--- config.mk ---
export PLATFORM = sky130hd
export DESIGN_NAME = adc_host_interface
export DESIGN_NICKNAME = d
export VERILOG_FILES = /design/src/adc_iface_pkg.sv /design/src/conv_clock_gen.sv /design/src/result_hold.sv /design/src/adc_host_interface.sv
export VERILOG_INCLUDE_DIRS = /design/src
export SDC_FILE = /design/constraint.sdc
export NUM_CORES = 1
export LEC_CHECK = 0
export ABC_AREA = 0
export BUFFER_PORTS_ARGS = -buffer_cell sky130_fd_sc_hd__buf_4
export CORE_ASPECT_RATIO = 0.8
export CORE_MARGIN = 2
export CORE_UTILIZATION = 53
export CTS_CLUSTER_DIAMETER = 60
export DETAILED_ROUTE_END_ITERATION = 6
export PLACE_DENSITY = 0.73
export SLEW_MARGIN = 20
export SYNTH_ARGS = -nofsm -noshare
export SYNTH_HDL_FRONTEND = slang
export SYNTH_SLANG_ARGS = --single-unit
export TNS_END_PERCENT = 1
--- constraint.sdc ---
create_clock -name ref_clk -period 2.5 [get_ports ref_clk]
set_input_delay 0.375 -clock ref_clk [delete_from_list [all_inputs] [get_ports ref_clk]]
set_output_delay 0.375 -clock ref_clk [all_outputs]
set_load 0.01 [all_outputs]
--- src/adc_iface_regs.svh ---
// timing counts, pin encodings and reset values of the converter interface
`ifndef ADC_IFACE_REGS_SVH
`define ADC_IFACE_REGS_SVH

// =====================================================================
// clock rates and conversion timing
`define REF_CLK_KHZ 20000
`define CONV_CLK_KHZ 2500
`define T_CONVERT_NS 8000
`define CONV_CLKS ((`T_CONVERT_NS * `CONV_CLK_KHZ) / 1000000)
`define CONV_HALF_DIV (`REF_CLK_KHZ / (2 * `CONV_CLK_KHZ))
`define STROBE_DELAY_CLKS 2

// =====================================================================
// serial word layout
`define SERIAL_BITS 16
`define LEAD_ZEROS 4'h0
`define RESULT_BITS 12

// =====================================================================
// format-select pin levels as seen by the level detector
`define FMT_WORD 2'h1
`define FMT_SER_GATED 2'h0
`define FMT_SER_FREE 2'h2

// =====================================================================
// reset values
`define RST_PIN_SYNC 6'h3F
`define RST_RESULT 12'h000

`endif

--- src/adc_iface_pkg.sv ---
// types shared by the converter interface modules
package adc_iface_pkg;

  // =====================================================================
  // conversion sequencer
  typedef enum logic {PH_IDLE, PH_BUSY} phase_t;

  // =====================================================================
  // host read strobes and format straps
  typedef struct packed {
    logic chip_select_n;
    logic read_n;
    logic high_byte_select;
    logic [1:0] format_select;
  } host_pins_t;

  // open-drain serial lines: level driven low and its enable
  typedef struct packed {
    logic serial_frame_strobe_n;
    logic serial_frame_strobe_oe;
    logic serial_clock;
    logic serial_clock_oe;
    logic serial_data_out;
    logic serial_data_oe;
  } serial_pins_t;

  // parallel data bus, low byte and upper nibble enabled apart
  typedef struct packed {
    logic [11:0] data;
    logic low_oe;
    logic high_oe;
  } data_bus_t;

endpackage : adc_iface_pkg

--- src/conv_clock_gen.sv ---
// conversion clock phase enables from the internal divider or an external pin
`timescale 1ns/1ps
`include "adc_iface_regs.svh"

module conv_clock_gen #(
  parameter int HALF_DIV = `CONV_HALF_DIV
) (
  // clock and reset
  input wire logic ref_clk,
  input wire logic reset_n,
  // clock source
  input wire logic ext_clock_select,
  input wire logic ext_conv_clock,
  // phase enables
  output logic rise_en,
  output logic fall_en
);

  typedef struct packed {
    logic [1:0] meta;
    logic [1:0] sync;
    logic ext_prev;
    logic [7:0] cnt;
    logic level;
    logic rise;
    logic fall;
  } clkgen_t;

  clkgen_t st;
  clkgen_t next_st;

  // =====================================================================
  // divider or edge detector
  always_comb
  begin
    next_st = st;
    next_st.meta = {ext_clock_select, ext_conv_clock};
    next_st.sync = st.meta;
    next_st.ext_prev = st.sync[0];
    next_st.rise = 1'b0;
    next_st.fall = 1'b0;
    if (st.sync[1])
    begin
      next_st.cnt = 8'h00;
      next_st.rise = st.sync[0] & ~st.ext_prev;
      next_st.fall = ~st.sync[0] & st.ext_prev;
    end
    else if (st.cnt == 8'(HALF_DIV - 1))
    begin
      next_st.cnt = 8'h00;
      next_st.level = ~st.level;
      next_st.rise = ~st.level;
      next_st.fall = st.level;
    end
    else
    begin
      next_st.cnt = st.cnt + 8'h01;
    end
  end

  always_ff @(posedge ref_clk)
  begin
    if (!reset_n)
      st <= '0;
    else
      st <= next_st;
  end

  assign rise_en = st.rise;
  assign fall_en = st.fall;

endmodule : conv_clock_gen

--- src/result_hold.sv ---
// output holding register for the last completed conversion
`timescale 1ns/1ps
`include "adc_iface_regs.svh"

module result_hold #(
  parameter int WIDTH = `RESULT_BITS
) (
  // clock and reset
  input wire logic ref_clk,
  input wire logic reset_n,
  // load side
  input wire logic load,
  input wire logic [WIDTH-1:0] load_data,
  // read side
  output logic [WIDTH-1:0] hold_data
);

  typedef struct packed {
    logic [WIDTH-1:0] word;
  } hold_t;

  hold_t st;
  hold_t next_st;

  // =====================================================================
  // changes only when a conversion completes
  always_comb
  begin
    next_st = st;
    if (load)
      next_st.word = load_data;
  end

  always_ff @(posedge ref_clk)
  begin
    if (!reset_n)
      st <= '0;
    else
      st <= next_st;
  end

  assign hold_data = st.word;

endmodule : result_hold

--- src/adc_host_interface.sv ---
// digital interface of a 12-bit sampling converter: start, done, reads, serial
// =====================================================================
// Notes on behaviour
// - falling convert start puts track/hold into hold and starts converting
// - done output stays high from reset or a read until end, goes low at end
// - read returns result; coincident select and read falling releases done
// - byte or serial format: first read fall after conversion releases done
// - data bus released unless select and read are both low
// - select and read held low: bus shows old result until next end
// - select and read held low: done output stays low
// - word format: all twelve bits appear together on one read
// - word format: no serial output at all
// - byte format: first read gives byte picked by high-byte select
// - byte format: low eight bits, or upper four right-justified
// - serial word is four zeros then twelve bits, MSB first
// - frame strobe low within three clocks; first bit on next fall
// - serial clock free-running at one level, stops after frame at other
`timescale 1ns/1ps
`include "adc_iface_regs.svh"

module adc_host_interface #(
  parameter int CONV_CLKS = `CONV_CLKS,
  parameter int HALF_DIV = `CONV_HALF_DIV,
  parameter int STROBE_DELAY = `STROBE_DELAY_CLKS
) (
  // clock and reset
  input wire logic ref_clk,
  input wire logic reset_n,
  // conversion control pins
  input wire logic convert_start_n,
  input wire adc_iface_pkg::host_pins_t host_pins,
  // conversion clock source
  input wire logic ext_clock_select,
  input wire logic ext_conv_clock,
  // analog core
  input wire logic [11:0] analog_sample,
  output logic track_hold_hold,
  // host outputs
  output logic conversion_done_n,
  output adc_iface_pkg::data_bus_t data_bus,
  output adc_iface_pkg::serial_pins_t serial_pins
);

  typedef struct packed {
    logic [5:0] meta;
    logic [5:0] sync;
    logic start_prev;
    logic read_prev;
    adc_iface_pkg::phase_t phase;
    logic [5:0] clk_cnt;
    logic [4:0] bit_cnt;
    logic [15:0] shreg;
    logic [11:0] sample;
    logic xmit;
    logic last_bit;
    logic sclk;
    logic load;
    logic hold;
    logic done_n;
    adc_iface_pkg::data_bus_t bus;
    adc_iface_pkg::serial_pins_t ser;
  } core_t;

  core_t st;
  core_t next_st;

  logic rise_en;
  logic fall_en;
  logic [11:0] result;

  // =====================================================================
  // helpers
  function automatic logic [7:0] byte_lane(input logic [11:0] word,
                                           input logic upper);
    if (upper)
      byte_lane = {4'h0, word[11:8]};
    else
      byte_lane = word[7:0];
  endfunction : byte_lane

  // one-cycle pulse when a synced active-low level goes low
  function automatic logic went_low(input logic now_n, input logic was_n);
    went_low = ~now_n & was_n;
  endfunction : went_low

  function automatic logic serial_fmt(input logic [1:0] fmt);
    serial_fmt = (fmt == `FMT_SER_GATED) || (fmt == `FMT_SER_FREE);
  endfunction : serial_fmt

  // =====================================================================
  // submodules
  conv_clock_gen #(
    .HALF_DIV(HALF_DIV)
  ) u_clk (
    .ref_clk(ref_clk),
    .reset_n(reset_n),
    .ext_clock_select(ext_clock_select),
    .ext_conv_clock(ext_conv_clock),
    .rise_en(rise_en),
    .fall_en(fall_en)
  );

  result_hold #(
    .WIDTH(`RESULT_BITS)
  ) u_hold (
    .ref_clk(ref_clk),
    .reset_n(reset_n),
    .load(st.load),
    .load_data(st.sample),
    .hold_data(result)
  );

  // =====================================================================
  // sequencer, read decode and pin drivers
  always_comb
  begin
    logic start_n;
    logic cs_n;
    logic rd_n;
    logic hbs;
    logic [1:0] fmt;
    logic reading;
    logic read_fall;
    logic start_fall;
    logic ser;
    start_n = 1'b1;
    cs_n = 1'b1;
    rd_n = 1'b1;
    hbs = 1'b0;
    fmt = `FMT_WORD;
    reading = 1'b0;
    read_fall = 1'b0;
    start_fall = 1'b0;
    ser = 1'b0;
    next_st = st;
    next_st.meta = {convert_start_n, host_pins.chip_select_n,
                    host_pins.read_n, host_pins.high_byte_select,
                    host_pins.format_select};
    next_st.sync = st.meta;
    {start_n, cs_n, rd_n, hbs, fmt} = st.sync;
    ser = serial_fmt(fmt);
    reading = ~cs_n & ~rd_n;
    // edge only, so a read held low never releases done again
    read_fall = went_low(~reading, ~st.read_prev);
    start_fall = went_low(start_n, st.start_prev);
    next_st.read_prev = reading;
    next_st.start_prev = start_n;
    next_st.load = 1'b0;

    if (rise_en)
      next_st.sclk = 1'b1;
    if (fall_en)
      next_st.sclk = 1'b0;

    if (read_fall)
      next_st.done_n = 1'b1;

    case (st.phase)
      adc_iface_pkg::PH_IDLE:
      begin
        // starts during a conversion are ignored
        if (start_fall)
        begin
          next_st.phase = adc_iface_pkg::PH_BUSY;
          next_st.hold = 1'b1;
          next_st.sample = analog_sample;
          next_st.shreg = {`LEAD_ZEROS, analog_sample};
          next_st.clk_cnt = 6'h00;
          next_st.bit_cnt = 5'h00;
          next_st.xmit = 1'b0;
          next_st.last_bit = 1'b0;
        end
      end
      adc_iface_pkg::PH_BUSY:
      begin
        if (st.xmit && rise_en)
        begin
          next_st.ser.serial_data_out = st.shreg[15];
          next_st.shreg = {st.shreg[14:0], 1'b0};
          if (st.last_bit)
          begin
            next_st.xmit = 1'b0;
            next_st.ser.serial_frame_strobe_n = 1'b1;
          end
        end
        if (fall_en)
        begin
          next_st.clk_cnt = st.clk_cnt + 6'h01;
          if (st.clk_cnt == 6'(STROBE_DELAY - 1))
          begin
            next_st.xmit = 1'b1;
            next_st.ser.serial_frame_strobe_n = 1'b0;
          end
          if (st.xmit && !st.last_bit)
          begin
            next_st.bit_cnt = st.bit_cnt + 5'h01;
            if (st.bit_cnt == 5'(`SERIAL_BITS - 1))
              next_st.last_bit = 1'b1;
          end
          if (st.clk_cnt == 6'(CONV_CLKS - 1))
          begin
            next_st.phase = adc_iface_pkg::PH_IDLE;
            next_st.hold = 1'b0;
            next_st.load = 1'b1;
            next_st.xmit = 1'b0;
            next_st.ser.serial_frame_strobe_n = 1'b1;
          end
        end
      end
      default:
      begin
        next_st.phase = adc_iface_pkg::PH_IDLE;
        next_st.hold = 1'b0;
      end
    endcase

    // end of conversion wins over a read falling in the same cycle
    if (st.load)
      next_st.done_n = 1'b0;

    // host may ignore the hazard of reading mid-conversion; data is the old one
    next_st.bus.low_oe = reading;
    next_st.bus.high_oe = reading & ~ser;
    if (ser)
      next_st.bus.data = {4'h0, byte_lane(result, hbs)};
    else
      next_st.bus.data = result;

    // open drain: enable only while pulling low
    next_st.ser.serial_frame_strobe_oe = ser &
                                         ~next_st.ser.serial_frame_strobe_n;
    next_st.ser.serial_data_oe = ser & next_st.xmit &
                                 ~next_st.ser.serial_data_out;
    next_st.ser.serial_clock = next_st.sclk;
    if (fmt == `FMT_SER_FREE)
      next_st.ser.serial_clock_oe = ~next_st.sclk;
    else if (fmt == `FMT_SER_GATED)
      next_st.ser.serial_clock_oe = next_st.xmit & ~next_st.sclk;
    else
      next_st.ser.serial_clock_oe = 1'b0;
  end

  always_ff @(posedge ref_clk)
  begin
    if (!reset_n)
    begin
      st <= '0;
      st.meta <= `RST_PIN_SYNC;
      st.sync <= `RST_PIN_SYNC;
      st.start_prev <= 1'b1;
      st.done_n <= 1'b1;
      st.ser.serial_frame_strobe_n <= 1'b1;
      st.ser.serial_data_out <= 1'b1;
    end
    else
    begin
      st <= next_st;
    end
  end

  // =====================================================================
  // outputs
  assign track_hold_hold = st.hold;
  assign conversion_done_n = st.done_n;
  assign data_bus = st.bus;
  assign serial_pins = st.ser;

endmodule : adc_host_interface

# Word level (Yosys, flattened, before mapping)
# Index checks and enable logic that the tools add are counted.
# totals
ff_bits	106
latchBits	0
ramBits	0
romBits	0
in_bits	22
out_inout_bits	22
word_cells	121
n_memories	0
# op_classes
addsub	3
n_mul	0
div	0
order_cmp	0
eq_ne	11
n_shift	0
mux	36
n_bitwise	24
reduce_logical	16
# ops
operator	count
case mux 28 bit (2 select lines)	1
2-to-1 mux 42 bit	1
2-to-1 mux 1 bit	23
2-to-1 mux 16 bit	1
2-to-1 mux 8 bit	2
inverter 1 bit	14
2-to-1 mux 12 bit	1
AND 1 bit	10
!= test 2 x 1 -> 1 bit (second input constant)	5
AND reduction 3 bit	3
adder 8 x 1 -> 8 bit (second input constant)	1
== test 8 x 2 -> 1 bit (second input constant)	1
2-to-1 mux 2 bit	4
AND reduction 2 bit	4
adder 6 x 1 -> 6 bit (second input constant)	1
== test 6 x 1 -> 1 bit (second input constant)	1
== test 6 x 5 -> 1 bit (second input constant)	1
adder 5 x 1 -> 5 bit (second input constant)	1
== test 5 x 4 -> 1 bit (second input constant)	1
2-to-1 mux 5 bit	1
case mux 2 bit (2 select lines)	1
AND reduction 4 bit	1
OR reduction 3 bit	1
== test 2 bit (second input constant)	1
other kinds (8)	9

# Depth between registers and ports, before layout
# logic_depth
word_depth	9
ltp_mapped	6
depth_no_buf	6

# By module
# Synthesis repeated with hierarchy kept, for this count alone.
# unflattened
cells_unflattened	416
hier_area_um2	3940.0
# by_module_without_submodules
module	instances	cells_per_inst	area_each_um2	seq_area_each_um2
adc_host_interface	1	318	2900.3	1561.5
conv_clock_gen	1	60	589.3	320.3
result_hold	1	38	450.4	240.2

# Worst setup path before layout
# Ideal clock, no wire load.
# synth_path
path_kind	flip-flop to flip-flop
start	reg u_clk.st[6] (netlist bit)
end	reg u_clk.st[2] (netlist bit)
setup_ns	0.128
t_arrival_ns	1.430
required_ns	2.372
setup_slack_ns	0.943
path_stages_with_launch	5
n_path_buf	0
period_less_slack_ns	1.557
path_cell_list	dfxtp_1 or4_1 or4_4 xnor2_1 nor2_1
# synth_via
elab_chain_len	2
# synth_rtl
item	line	rtl
start: declaration	conv_clock_gen.sv:29	clkgen_t st;
start signal: assignment	conv_clock_gen.sv:66	st <= next_st;
== test 8 x 2 -> 1 bit	conv_clock_gen.sv:48	else if (st.cnt == 8'(HALF_DIV - 1))
AND reduction 2 bit (no line)	n/a	
# Every way passes these cells.
# A chain may end at the register's enable or synchronous reset.

# Worst setup path in the final report
# layout_path
start	reg st[65] (netlist bit)
end	reg st[45] (netlist bit)
# layout_via
elab_chain_len	3
word_cells_on_any_way	5
cone_classes	eq/ne: 2; mux: 1; bitwise: 1; reduce/logical: 1
# layout_rtl
item	line	rtl
start: declaration	adc_host_interface.sv:64	core_t st;
start signal: assignment	adc_host_interface.sv:257	st <= next_st;
inverter 1 bit (no line)	n/a	
!= test 2 bit (no line)	n/a	
AND reduction 2 bit (no line)	n/a	
# Parallel ways exist; a longest one is shown, timed or not.

==> run summary <==
RUN STATUS
--------------------------------------------------------------------------------------
Outcome                                                                   finished clean

CRITICAL PATH
--------------------------------------------------------------------------------------
Worst R2R Path Depth                                                                 4
Launch instance of the worst register-to-register path                          st[65]
Cells traversed along the worst timing path                               and3_1, nor2_2, nand2_1, a31oi_1
Register-to-Register Setup Slack                                                860 ps
Endpoint of the worst-slack reg-to-reg timing path                              st[45]
CP max stage cell                                                               nor2_2
CP Data Arrival Time                                                           1930 ps
WP depth                                                                             4
Cell type group with the largest total delay on the critical path         simple AND/OR/NAND/NOR gates
Category of the worst setup path capture point                                    flop
Nature of the critical path startpoint                                            flop
Worst path buffer plus inverter count                                                0
Crit path largest cell delay                                                    500 ps
Largest fanout on the critical path                                                 16
Crit Path Class                                                             reg -> reg
Data required time of the worst path                                           2790 ps

LOGIC SYNTHESIS
--------------------------------------------------------------------------------------
Share of flip-flops with an asynchronous set or reset after synthesis               0%
Cell count after synthesis                                                         421
Commonest register cell after synthesis                                        dfxtp_1
Share of cell area taken by muxes after synthesis                                3.89%
Sequential fraction of the synthesis area                                        54.1%
Number of distinct standard cells referenced by the synthesized netlist             44
Combinational family with the most area after synthesis                   simple AND/OR/NAND/NOR gates
Share of the synthesized area in compound gates (AO/OA/AOI/OAI)                  8.59%
Syn Area/Cell                                                               9.31 sq um
Synth Area in Adders                                                             1.60%
FF+latch count, synth                                                              106
Count of flip-flops with a built-in enable after synthesis                           0
Yosys synthesis warning count                                                        0
Post-Synthesis Net Count                                                           448
XOR/XNOR share of the synthesized area                                           1.79%
Post-Synthesis Cell Area                                                    3920 sq um
Synthesized-area fraction occupied by and/or/nand/nor cells                      23.3%

TIMING
--------------------------------------------------------------------------------------
Setup repair after global routing missed its margin                              false
Layout Skew                                                                    12.8 ps
Final Slew Violations                                                                0
Fin. Hold Viols                                                                      0
Setup violations, final                                                              0
Setup TNS                                                                         0 ps
Worst slew slack as a fraction of its limit                                      50.6%
Final clock period utilization by the worst path                                 65.6%
Least-Margin Pin Slew                                                           740 ps
Final critical path time including I/O delays and setup                        1640 ps
Highest Clock Rate                                                             610 MHz

FLOORPLAN
--------------------------------------------------------------------------------------
I/O Pins                                                                            44
Die X                                                                           100 um
Starting Density                                                                 53.8%
Die outline area                                                            8100 sq um
Die Height                                                                     80.9 um
Floorplan Core Area                                                         7290 sq um
Number of cell rows                                                                 28

GRT
--------------------------------------------------------------------------------------
Number of antenna violations at the first check in global routing                    0
Largest net degree at the start of global routing                                   37
Global route total overflow                                                          0
Wire length of the first global-routing pass                                   11.8 mm
Number of global-route vias before repair                                         2514
Total Routing Usage GR                                                           18.5%

DRT
--------------------------------------------------------------------------------------
DRC errors left                                                                      0
Average wire length per cell after detail routing                              13.6 um
Avg Vias per Cell                                                                 5.18
Vias                                                                              2768
DRT antenna net count                                                                0
Count of TritonRoute iterations in the first routing pass                            4
DRT Wirelength                                                                 7.26 mm
Initial drt markers                                                                130

CLOCK TREE
--------------------------------------------------------------------------------------
Clk Tree Root Cell                                                            clkbuf_8
Sink count of the clock tree                                                       106
Number of buffers added to fix hold violations after cts                             0
CTS buffer count                                                                     9
Post-CTS Setup Bufs                                                                  0
Clock latency of the later-clocked register in the worst-skew pair              360 ps
CTS HTree Levels                                                                     3
Deepest clock path buffer count                                                      2
Clock slew at the register clock pins of the worst setup and hold paths         110 ps
TritonCTS clock tree                                                             built
Number of instances resized during post-cts repair                                   0

POWER
--------------------------------------------------------------------------------------
Peak supply drop                                                              0.401 mV
Static leakage                                                                 1.74 nW
Overall power after layout                                                     3.15 mW
Power per Cell Area                                                        714 nW/um^2

HOLD PATH
--------------------------------------------------------------------------------------
Path type of the worst min-delay path                                        in -> reg
Terminating pin of the worst hold path                                     next_st[69]
Hold path depth                                                                      2
Start point of the worst hold path                                        host_pins[1]

CELLS AND AREA
--------------------------------------------------------------------------------------
Fraction of final layout cells sized beyond drive strength 1                     16.7%
Layout overhead on the synthesized area                                          12.7%
Number of diodes added for antenna fixing                                            0
Net count of the finished layout                                                   466
Final cell area excluding filler cells                                      4420 sq um

RUN
--------------------------------------------------------------------------------------
Number of max-cap violations                                                         0

PLACE
--------------------------------------------------------------------------------------
RD Place Congestion                                                              0.839
Number of port buffers                                                              43
Post-detailed-placement cell area                                           4160 sq um
Post-detailed-placement half-perimeter wirelength                              4.91 mm

-- metal layers --
layer | vias up | routed length [um] | global-route usage [%]
met3 | 2 | 337 | 4.91
met5 | - | 0 | 0
met2 | 70 | 3550 | 31.7
li1 | 1422 | - | -
met4 | 0 | 22 | 4.52
met1 | 1274 | 3350 | 23.4
-- layout make-up --
class                      count  area [sq um]
clock buffer                   9           124
clock inverter                 7           133
fill                         619          2870
inverter                       6          22.5
multi-input combinational    267          1540
sequential                   106          2120
tap                           90           113
timing repair buffer          49           368
-- worst max-delay path by stage --
stage | endpoint | start | slack [ps]
after detailed placement | st[45] | st[65] | 880
after global placement | serial_pins[5] | reset_n | 880
after floorplan | u_clk.st[2] | u_clk.st[6] | 940
after global routing | st[39] | st[65] | 670
after CTS | st[45] | st[65] | 860
final | st[45] | st[65] | 860
-- through the flow --
step           std cells  worst slack (ps)  util [%]  hold WS [ps]
6_report             534               861      60.6           191
5_1_grt              534               675      60.6           170
4_1_cts              534               865      60.6           169
3_5_place_dp         518               881      57.1           396
3_3_place_gp         518               883      57.1           389
2_1_floorplan        421               943         -           386
-- flip-flops by register name (all words and copies together) (netlist names) --
| signal | count |
|---|---|
| u_hold.hold_data | 12 |
| u_clk.next_st | 3 |
| track_hold_hold | 1 |
| conversion_done_n | 1 |
| serial_pins | 6 |
| u_clk.fall_en | 1 |
| next_st | 7 |
| data_bus | 14 |
| u_clk.rise_en | 1 |
| u_clk.st | 11 |
| st | 49 |
-- power by group --
| part | switching, mW | leakage, nW | total (mW) | internal, mW |
|---|---|---|---|---|
| clock network | 0.590 | 0.128 | 1.27 | 0.684 |
| logic | 0.0712 | 0.749 | 0.131 | 0.0602 |
| registers | 0.0257 | 0.860 | 1.75 | 1.72 |
-- cells in the final DEF (no fill, tap or decap), drive strengths merged, types with 9 or more instances in the layout --
master / netlist / final
dfxtp: 106 / 106
nand2: 64 / 64
buf: 26 / 49
nor2: 45 / 45
a21oi: 18 / 18
nand2b: 17 / 17
a31oi: 13 / 13
mux2i: 13 / 13
and3: 13 / 13
nor3: 9 / 9
clkbuf: 16 / 9
-- cells in the mapped netlist, types with 3 or more instances --
cell type  instances  area, sq um
buf_4             20          150
xor2_1             6         52.6
or3_1              3         18.8
o21a_1             3         22.5
nand4_1            3         18.8
a22oi_1            5         37.5
o21ai_0            4         20.0
a21boi_0           6         45.0
and3_1            12         75.1
mux2i_1           13          130
nand3_1            8         40.0
nand2b_1          16          100
clkbuf_1          16         60.1
nor2_1            44          165
a31oi_1           13         81.3
a21oi_1           18         90.1
and2_1             8         50.1
nor2b_1            3         18.8
nor3_1             9         45.0
inv_1              5         18.8
nand2_1           64          240
buf_2              6         30.0
ha_1               5         62.6
dfxtp_1          106         2120
-- cells by family after synthesis --
kind of cell	Yosys count
multiplexers	15
AND/OR/NAND/NOR	185
buffers and inverters	48
flip-flops	106
AO/OA/AOI/OAI	54
XOR/XNOR	8
adder cells (fa/ha/maj)	5
Power figures use the tool's default switching activity.
